[src/vid_seq_defines.vh]
// Constants shared by the reference sequencer and its timebase.
// Assumes a 10 MHz system clock; one switching cycle is a whole number of clocks.
`ifndef VID_SEQ_DEFINES_VH
`define VID_SEQ_DEFINES_VH

// Timebase
`define CLOCK_HZ 10000000
`define SW_CYCLE_CLKS 60
`define SAMPLES_PER_CYCLE 6

// Reference codes, in 12.5 mV units
`define CODE_W 8
`define OFF_CODE_A 6'h3f
`define OFF_CODE_B 6'h3e
`define STEP_FINE 8'h01
`define STEP_COARSE 8'h02

// Soft-start timing, in switching cycles
`define SS_DELAY_CYCLES 64
`define SS_COARSE_CYCLES 640
`define SS_COARSE_PERIOD 32
`define SS_FINE_PERIOD 16
`define SS_OFFSET_PERIOD 80
`define SS_OFFSET_START 4'h8
`define OFF_DELAY_CYCLES 2

// Register map, byte addresses
`define REG_CONTROL 4'h0
`define REG_STATUS 4'h4
`define CTRL_SOFT_DISABLE 0
`define CONTROL_RESET 32'h0000_0000
`define RESP_OKAY 2'h0
`define RESP_SLVERR 2'h2

`endif
[src/switching_timebase.v]
// Switching-cycle timebase: cycle start, six sampling ticks and a half-cycle mark.
// Assumes CYCLE_CLKS is a multiple of the sample count and of two.
`timescale 1ns/10ps
`include "vid_seq_defines.vh"

module switching_timebase #(
  parameter CYCLE_CLKS = `SW_CYCLE_CLKS,
  parameter SAMPLES = `SAMPLES_PER_CYCLE
) (
  input wire clock_in, // System clock
  input wire rst_in, // Synchronous reset, active high
  output reg cycle_tick_out, // Pulse at the start of each switching cycle
  output reg sample_tick_out, // Pulse six times per cycle
  output reg half_tick_out // Pulse at mid-cycle
);

  localparam TICK_CLKS = CYCLE_CLKS / SAMPLES;
  localparam [15:0] LAST = CYCLE_CLKS - 1;
  localparam [15:0] HALF = CYCLE_CLKS / 2;
  localparam [15:0] TICK_LAST = TICK_CLKS - 1;

  reg [15:0] phase;
  reg [15:0] tick_phase;

  always @(posedge clock_in) begin
    if (rst_in) begin
      phase <= 16'h0000;
      tick_phase <= 16'h0000;
      cycle_tick_out <= 1'b0;
      sample_tick_out <= 1'b0;
      half_tick_out <= 1'b0;
    end else begin
      phase <= (phase == LAST) ? 16'h0000 : phase + 16'h0001;
      tick_phase <= (tick_phase == TICK_LAST || phase == LAST) ? 16'h0000 :
                    tick_phase + 16'h0001;
      cycle_tick_out <= (phase == LAST);
      sample_tick_out <= (tick_phase == TICK_LAST || phase == LAST);
      half_tick_out <= (phase == HALF - 16'h0001);
    end
  end

endmodule // switching_timebase

[src/vid_reference_sequencer.v]
// Voltage-code reference sequencer: enable gating, soft-start, code stepping,
// power-good and undervoltage flagging, with an AXI4-Lite register slave.
// Assumes all inputs are synchronous to clock_in; sense input is in 12.5 mV units.
`timescale 1ns/10ps
`include "vid_seq_defines.vh"

module vid_reference_sequencer #(
  parameter CYCLE_CLKS = `SW_CYCLE_CLKS
) (
  input wire clock_in, // System clock, 10 MHz
  input wire rst_in, // Synchronous reset, active high
  input wire [5:0] voltage_code_in, // Voltage identification code
  input wire por_good_in, // Bias above power-on-reset threshold
  input wire threshold_enable_in, // Threshold-enable comparator output
  input wire logic_level_enable_in, // Logic-level enable
  input wire [7:0] output_sense_in, // Sensed output, 12.5 mV units
  input wire ov_detect_in, // Overvoltage comparator output
  output reg [7:0] reference_code_out, // Internal reference, 12.5 mV units
  output reg [3:0] sense_offset_out, // Remote-sense offset, 12.5 mV units
  output reg pwm_hiz_out, // High: phase PWM outputs high impedance
  output reg ov_level_shutdown_out, // High: overvoltage trip at shutdown level
  output reg power_ok_out, // Power-good level, high when good
  output reg power_ok_oe_n_out, // Low while the pin is pulled low
  output reg undervoltage_out, // Undervoltage flag
  input wire [3:0] s_axi_awaddr, // Write address
  input wire s_axi_awvalid, // Write address valid
  output reg s_axi_awready, // Write address ready
  input wire [31:0] s_axi_wdata, // Write data
  input wire [3:0] s_axi_wstrb, // Write byte strobes
  input wire s_axi_wvalid, // Write data valid
  output reg s_axi_wready, // Write data ready
  output reg [1:0] s_axi_bresp, // Write response
  output reg s_axi_bvalid, // Write response valid
  input wire s_axi_bready, // Write response ready
  input wire [3:0] s_axi_araddr, // Read address
  input wire s_axi_arvalid, // Read address valid
  output reg s_axi_arready, // Read address ready
  output reg [31:0] s_axi_rdata, // Read data
  output reg [1:0] s_axi_rresp, // Read response
  output reg s_axi_rvalid, // Read data valid
  input wire s_axi_rready // Read data ready
);

  localparam [2:0] ST_SHUT = 3'h0;
  localparam [2:0] ST_DELAY = 3'h1;
  localparam [2:0] ST_RAMP = 3'h2;
  localparam [2:0] ST_RUN = 3'h3;
  localparam [2:0] ST_OFFWAIT = 3'h4;
  localparam [2:0] ST_OVHALT = 3'h5;

  localparam [10:0] DELAY_LAST = `SS_DELAY_CYCLES - 1;
  localparam [10:0] COARSE_END = `SS_COARSE_CYCLES;
  localparam [10:0] COARSE_MASK = `SS_COARSE_PERIOD - 1;
  localparam [10:0] FINE_MASK = `SS_FINE_PERIOD - 1;
  localparam [6:0] OFFSET_LAST = `SS_OFFSET_PERIOD - 1;
  localparam [1:0] OFF_LAST = `OFF_DELAY_CYCLES - 1;

  // Code to level in 12.5 mV units; off codes give zero
  function [7:0] decode_code;
    input [5:0] code;
    begin
      if (code == `OFF_CODE_A || code == `OFF_CODE_B)
        decode_code = 8'h00;
      else if (code <= 6'h14)
        decode_code = 8'h57 - {2'b00, code};
      else
        decode_code = 8'h95 - {2'b00, code};
    end
  endfunction

  function is_off_code;
    input [5:0] code;
    begin
      is_off_code = (code == `OFF_CODE_A) || (code == `OFF_CODE_B);
    end
  endfunction

  wire cycle_tick;
  wire sample_tick;
  wire half_tick;

  switching_timebase #(
    .CYCLE_CLKS(CYCLE_CLKS),
    .SAMPLES(`SAMPLES_PER_CYCLE)
  ) u_timebase (
    .clock_in(clock_in),
    .rst_in(rst_in),
    .cycle_tick_out(cycle_tick),
    .sample_tick_out(sample_tick),
    .half_tick_out(half_tick)
  );

  ////////////////////////////////////////////////////////////////////////////////
  // Register file
  reg [31:0] control;
  reg [3:0] aw_addr;
  reg aw_got;
  reg [31:0] w_data;
  reg [3:0] w_strb;
  reg w_got;
  reg [2:0] state;
  reg [5:0] code_sample;
  reg ov_latched;

  wire soft_disable = control[`CTRL_SOFT_DISABLE];
  wire [7:0] target = decode_code(code_sample);

  always @(posedge clock_in) begin
    if (rst_in) begin
      control <= `CONTROL_RESET;
      aw_addr <= 4'h0;
      aw_got <= 1'b0;
      w_data <= 32'h0000_0000;
      w_strb <= 4'h0;
      w_got <= 1'b0;
      s_axi_awready <= 1'b1;
      s_axi_wready <= 1'b1;
      s_axi_bvalid <= 1'b0;
      s_axi_bresp <= `RESP_OKAY;
      s_axi_arready <= 1'b1;
      s_axi_rvalid <= 1'b0;
      s_axi_rdata <= 32'h0000_0000;
      s_axi_rresp <= `RESP_OKAY;
    end else begin
      if (s_axi_awvalid && s_axi_awready) begin
        aw_addr <= s_axi_awaddr;
        aw_got <= 1'b1;
        s_axi_awready <= 1'b0;
      end
      if (s_axi_wvalid && s_axi_wready) begin
        w_data <= s_axi_wdata;
        w_strb <= s_axi_wstrb;
        w_got <= 1'b1;
        s_axi_wready <= 1'b0;
      end
      if (aw_got && w_got && !s_axi_bvalid) begin
        aw_got <= 1'b0;
        w_got <= 1'b0;
        s_axi_bvalid <= 1'b1;
        if (aw_addr == `REG_CONTROL) begin
          s_axi_bresp <= `RESP_OKAY;
          if (w_strb[0])
            control <= {31'h0000_0000, w_data[0]};
        end else if (aw_addr == `REG_STATUS) begin
          s_axi_bresp <= `RESP_OKAY;
        end else begin
          s_axi_bresp <= `RESP_SLVERR;
        end
      end
      if (s_axi_bvalid && s_axi_bready) begin
        s_axi_bvalid <= 1'b0;
        s_axi_awready <= 1'b1;
        s_axi_wready <= 1'b1;
      end
      if (s_axi_arvalid && s_axi_arready) begin
        s_axi_arready <= 1'b0;
        s_axi_rvalid <= 1'b1;
        if (s_axi_araddr == `REG_CONTROL) begin
          s_axi_rdata <= control;
          s_axi_rresp <= `RESP_OKAY;
        end else if (s_axi_araddr == `REG_STATUS) begin
          s_axi_rdata <= {target, reference_code_out, 2'b00, code_sample,
                          ov_latched, undervoltage_out, power_ok_out, pwm_hiz_out,
                          1'b0, state};
          s_axi_rresp <= `RESP_OKAY;
        end else begin
          s_axi_rdata <= 32'h0000_0000;
          s_axi_rresp <= `RESP_SLVERR;
        end
      end
      if (s_axi_rvalid && s_axi_rready) begin
        s_axi_rvalid <= 1'b0;
        s_axi_arready <= 1'b1;
      end
    end
  end

  ////////////////////////////////////////////////////////////////////////////////
  // Sequencer
  reg [10:0] ss_count;
  reg [6:0] offset_count;
  reg [1:0] off_count;
  reg step_pending;
  reg pending_up;
  reg pwm_released;

  wire enables_ok = por_good_in && threshold_enable_in && logic_level_enable_in &&
                    !soft_disable;
  wire code_off = is_off_code(code_sample);
  wire ref_below = reference_code_out < target;
  wire ref_above = reference_code_out > target;
  wire [7:0] diff_mag = ref_below ? target - reference_code_out :
                        reference_code_out - target;
  wire [9:0] sense_x4 = {output_sense_in, 2'b00};
  wire [9:0] target_x3 = {2'b00, target} + {1'b0, target, 1'b0};
  wire uv_now = sense_x4 < target_x3;
  wire [7:0] coarse_next = reference_code_out + `STEP_COARSE;

  always @(posedge clock_in) begin
    if (rst_in) begin
      state <= ST_SHUT;
      code_sample <= `OFF_CODE_A;
      ov_latched <= 1'b0;
      ss_count <= 11'h000;
      offset_count <= 7'h00;
      off_count <= 2'h0;
      step_pending <= 1'b0;
      pending_up <= 1'b0;
      pwm_released <= 1'b0;
      reference_code_out <= 8'h00;
      sense_offset_out <= 4'h0;
      pwm_hiz_out <= 1'b1;
      ov_level_shutdown_out <= 1'b1;
      power_ok_out <= 1'b0;
      power_ok_oe_n_out <= 1'b0;
      undervoltage_out <= 1'b0;
    end else begin
      if (sample_tick)
        code_sample <= voltage_code_in;
      if (!enables_ok) begin
        // Enable or bias loss: immediate shutdown, overvoltage latch cleared
        state <= ST_SHUT;
        ov_latched <= 1'b0;
        pwm_released <= 1'b0;
        step_pending <= 1'b0;
        reference_code_out <= 8'h00;
        sense_offset_out <= 4'h0;
        ov_level_shutdown_out <= 1'b1;
        power_ok_out <= 1'b0;
      end else begin
        if (ov_detect_in && state != ST_SHUT)
          ov_latched <= 1'b1;
        case (state)
          ST_SHUT: begin
            power_ok_out <= 1'b0;
            pwm_released <= 1'b0;
            if (!code_off && !ov_latched) begin
              state <= ST_DELAY;
              ss_count <= 11'h000;
              ov_level_shutdown_out <= 1'b0;
            end
          end
          ST_DELAY: begin
            if (code_off) begin
              state <= ST_OFFWAIT;
              off_count <= 2'h0;
            end else if (cycle_tick) begin
              if (ss_count == DELAY_LAST) begin
                state <= ST_RAMP;
                ss_count <= 11'h000;
                offset_count <= 7'h00;
                sense_offset_out <= `SS_OFFSET_START;
              end else begin
                ss_count <= ss_count + 11'h001;
              end
            end
          end
          ST_RAMP: begin
            if (reference_code_out >= output_sense_in)
              pwm_released <= 1'b1;
            if (code_off) begin
              state <= ST_OFFWAIT;
              off_count <= 2'h0;
            end else if (reference_code_out >= target) begin
              state <= ST_RUN;
              reference_code_out <= target;
              sense_offset_out <= 4'h0;
              pwm_released <= 1'b1;
              power_ok_out <= 1'b1;
            end else if (cycle_tick) begin
              ss_count <= ss_count + 11'h001;
              if (sense_offset_out != 4'h0) begin
                if (offset_count == OFFSET_LAST) begin
                  offset_count <= 7'h00;
                  sense_offset_out <= sense_offset_out - 4'h1;
                end else begin
                  offset_count <= offset_count + 7'h01;
                end
              end
              if (ss_count < COARSE_END) begin
                if ((ss_count & COARSE_MASK) == COARSE_MASK)
                  reference_code_out <= (coarse_next > target) ? target : coarse_next;
              end else if ((ss_count & FINE_MASK) == FINE_MASK) begin
                reference_code_out <= reference_code_out + `STEP_FINE;
              end
            end
          end
          ST_RUN: begin
            undervoltage_out <= uv_now;
            power_ok_out <= !uv_now;
            if (ov_detect_in) begin
              state <= ST_OVHALT;
              pwm_released <= 1'b0;
            end else if (code_off) begin
              state <= ST_OFFWAIT;
              off_count <= 2'h0;
              step_pending <= 1'b0;
            end else if (sample_tick && diff_mag > `STEP_FINE) begin
              step_pending <= 1'b0;
              reference_code_out <= ref_below ? reference_code_out + `STEP_FINE :
                                    reference_code_out - `STEP_FINE;
            end else if (step_pending && half_tick) begin
              step_pending <= 1'b0;
              if (pending_up ? ref_below : ref_above)
                reference_code_out <= pending_up ? reference_code_out + `STEP_FINE :
                                      reference_code_out - `STEP_FINE;
            end else if (sample_tick && !step_pending && diff_mag != 8'h00) begin
              step_pending <= 1'b1;
              pending_up <= ref_below;
            end
          end
          ST_OFFWAIT: begin
            power_ok_out <= 1'b0;
            if (cycle_tick) begin
              if (off_count == OFF_LAST) begin
                state <= ST_SHUT;
                ov_level_shutdown_out <= 1'b1;
                pwm_released <= 1'b0;
                reference_code_out <= 8'h00;
                sense_offset_out <= 4'h0;
              end else begin
                off_count <= off_count + 2'h1;
              end
            end
          end
          ST_OVHALT: begin
            // Only an enable or bias cycle leaves this state
            pwm_released <= 1'b0;
            undervoltage_out <= uv_now;
            power_ok_out <= !uv_now;
          end
          default: begin
            state <= ST_SHUT;
          end
        endcase
      end
      pwm_hiz_out <= !pwm_released;
      power_ok_oe_n_out <= power_ok_out;
    end
  end

endmodule // vid_reference_sequencer

[config.mk]
export PLATFORM = sky130hd
export DESIGN_NAME = vid_reference_sequencer
export DESIGN_NICKNAME = d
export VERILOG_FILES = /design/src/switching_timebase.v /design/src/vid_reference_sequencer.v
export VERILOG_INCLUDE_DIRS = /design/src
export SDC_FILE = /design/constraint.sdc
export NUM_CORES = 1
export LEC_CHECK = 0
export BUFFER_PORTS_ARGS = -buffer_cell sky130_fd_sc_hd__buf_2
export CAP_MARGIN = 20
export CORE_MARGIN = 5
export CORE_UTILIZATION = 45
export DETAILED_ROUTE_END_ITERATION = 10
export PLACE_DENSITY = 0.66
export REMOVE_ABC_BUFFERS = 1
export SYNTH_ARGS = -nofsm -noshare
export SYNTH_HDL_FRONTEND = slang
export SYNTH_SLANG_ARGS = --single-unit
[constraint.sdc]
create_clock -name clock_in -period 9.1 [get_ports clock_in]
set_clock_uncertainty 0.15 [all_clocks]
set_input_delay 0.91 -clock clock_in [delete_from_list [all_inputs] [get_ports clock_in]]
set_output_delay 0.91 -clock clock_in [all_outputs]
set_load 0.005 [all_outputs]
==> results.md <==
- Pins Over Slew Limit: 0
- Antenna violations before repair: 0
- Worst slew pin tran: 1.04 ns
- Max cap viols: 0
- Count of cells resized by post-cts repair: 0
- Number of synthesized flops with an enable pin: 0
- CTS tree: yes
- Setup crit end kind: flop
- Hpwl dp: 16200 um
- Avg Synthesized Cell Area: 8.02 um^2
- Clk Latency, worst-skew pair: 0.43 ns
- Critical path peak fanout: 11
- Count of cell types in the netlist: 76
- Total number of vias: 7520
- Synth warn: 0
- IO Pins: 127
- Clk buf depth: 2
- PortBufs: 87
- Pwr/cell area: 141 nW/um^2
- Rows: 49
- First-pass GRT wire length: 35800 um
- Placer Congestion: 0.913
- Final Cell Area: 9460 um^2
- # DRC: 0
- CP Class: flop to flop
- Worst hold slack: 0.304 ns
- H-Tree Depth: 4
- Leak pwr: 0.00401 uW
- Outcome: finished, final reports clean
- Post-Syn Area: 8240 um^2
- Chip height: 145 um
- Width of the die: 145 um
- Pin count of the biggest net entering global routing: 59
- Hold Vio Cnt, Final: 0
- Ys flop type: dfxtp_1
- Core region area: 18000 um^2
- Critical path arrival: 5.96 ns
- Tot GR Track Use: 0.204
- Total die area: 21100 um^2
- ANT cells: 0
- Routed WL: 21800 um
- RSZ-0062 raised after global routing: false
- Layout cells sized above 1: 0.128
- Seq cells post-synth: 130
- Post-synthesis sequential area ratio: 0.316
- Critical Path RT: 9.24 ns
- Cts bufs inserted: 17
- Worst IR Drop VDD: 0.000130 V
- # hold bufs at CTS: 0
- Max_slew headroom: 0.306
- Fmax: 172 MHz
- Worst-path clk slew: 0.06 ns
- Post-route ant nets: 0
- Minimum clock period: 5.82 ns
- Router iterations before antenna repair: 5
- Gate Count Post-Synth: 1027
- Via-to-Cell Ratio: 5.60
- Ys async rst share: 0
- Worst setup SP type: flop
- Design Power: 1340 uW
- Final setup fails: 0
- Initial Util: 0.457
- Fin Setup TNS: 0 ns
- Vias in the first global route: 6984
- Post-DP Area: 8840 um^2
- First-iteration detailed-routing DRC count: 618
- Tcrit/Tclk final: 0.639
- Post-CTS setup buffer count: 0
- Clk root buf: clkbuf_16
- Clock Sinks: 130
- GRT Residual Overflow: 0
- Nets@finish: 1240
- WL/cell: 16.2 um
- Area growth from synthesis to layout: 14.8%
- Worst hold path class: flop to flop
-- placed cells by master, fill, tap and decap left out, types with 7 or more instances in the layout --
cell type / instances
buf_4: 8
nand4_1: 19
o211ai_1: 9
a22oi_1: 33
ha_1: 65
xor2_1: 33
or3_1: 8
nand2b_1: 9
a21o_1: 19
nor3_1: 16
nor4_1: 10
and3_1: 15
nand2_1: 85
mux2i_1: 20
xnor2_1: 36
nor2_1: 152
o22ai_1: 7
a211oi_1: 7
nor2b_1: 11
clkbuf_16: 17
o21ai_0: 36
inv_1: 47
nand3_1: 50
and2_1: 8
dfxtp_1: 130
a21oi_1: 58
buf_2: 87
-- cells by family (layout without fill, tap and decap cells) --
logic type               count (synthesis)  count (layout)  share of synthesized area
AO/OA/AOI/OAI                          232             232                      0.190
XOR/XNOR                                69              69                     0.0733
adder cells (fa/ha/maj)                 69              69                      0.108
buffers and inverters                   92             176                     0.0462
flip-flops                             130             130                      0.316
multiplexers                            25              25                     0.0316
other                                    1               5                   0.000455
AND/OR/NAND/NOR                        409             409                      0.234
-- power breakdown --
group / total [uW] / switching [uW] / leakage [uW] / internal, uW
Combinational: 60.5 / 36.2 / 0.00267 / 24.2
Clock: 693 / 280 / 0.000284 / 413
Sequential: 583 / 6.54 / 0.00105 / 576
-- worst max-delay path, stage by stage (launching register included) --
cell,delay (ns)
dfxtp_1,0.47
inv_1,0.15
a21boi_0,0.52
o21ai_0,0.18
and2_1,0.16
or2_2,0.37
inv_1,0.36
fa_1,0.31
nor2b_1,0.07
o221a_2,0.29
a211o_1,0.27
o22a_1,0.22
a221oi_2,0.44
a41oi_2,0.45
o21ai_2,0.57
a211oi_1,0.12
or4b_1,0.56
-- metal layers --
| metal | routed length [um] | up-vias | track usage |
|---|---|---|---|
| li1 | - | 3802 | - |
| met1 | 10600 | 3507 | 0.287 |
| met2 | 9740 | 184 | 0.317 |
| met3 | 1120 | 27 | 0.0384 |
| met4 | 357 | 0 | 0.0625 |
| met5 | 0 | - | 0 |
-- cell type report --
class / instances / area, um^2
sequential: 130 / 2600
fill: 1757 / 8560
inverter: 48 / 180
tap: 229 / 287
timing repair buffer: 96 / 523
clock buffer: 18 / 429
multi-input combinational: 809 / 5270
clock inverter: 14 / 169
-- registers in the layout (all words and copies together), names as in the netlist, 2 cells and up --
name and flops:
reference_code_out 8, s_axi_rdata 29, aw_addr 4, offset_count 7, state 3, u_timebase.phase 16, sense_offset_out 4, ss_count 11
code_sample 6, off_count 2, u_timebase.tick_phase 16
-- final timing paths --
check / from / end / slack [ns] / cells after the start
setup / recovery: code_sample[3] / reference_code_out[4] / 3.28 / 16
hold / removal: off_count[1] / off_count[1] / 0.30 / 2
setup reg to reg: code_sample[3] / reference_code_out[4] / 3.28 / 16
hold reg to reg: off_count[1] / off_count[1] / 0.30 / 2
-- per-stage QoR --
| stage | cells | utilization | worst slack, ns |
|---|---|---|---|
| finish | 1344 | 0.525 | 3.28 |
| floorplan | 987 | - | 4.17 |
| CTS | 1343 | 0.523 | 3.33 |
| detailed placement | 1311 | 0.490 | 3.33 |
| global placement | 1311 | 0.490 | 3.36 |
| global route | 1344 | 0.525 | 2.90 |
-- cell usage after synthesis, types with 16 or more instances --
cell | instances | share of area
nor3_1 | 16 | 0.0097
dfxtp_1 | 130 | 0.32
xnor2_1 | 36 | 0.038
nand4_1 | 19 | 0.014
a22oi_1 | 33 | 0.030
nand3_1 | 50 | 0.030
clkbuf_1 | 31 | 0.014
a21o_1 | 19 | 0.017
nand2_1 | 85 | 0.039
a21oi_1 | 58 | 0.035
xor2_1 | 33 | 0.035
o21ai_0 | 36 | 0.022
ha_1 | 65 | 0.099
mux2i_1 | 20 | 0.024
inv_1 | 47 | 0.021
nor2_1 | 152 | 0.069
No activity file was read; power rests on OpenSTA's default activity.
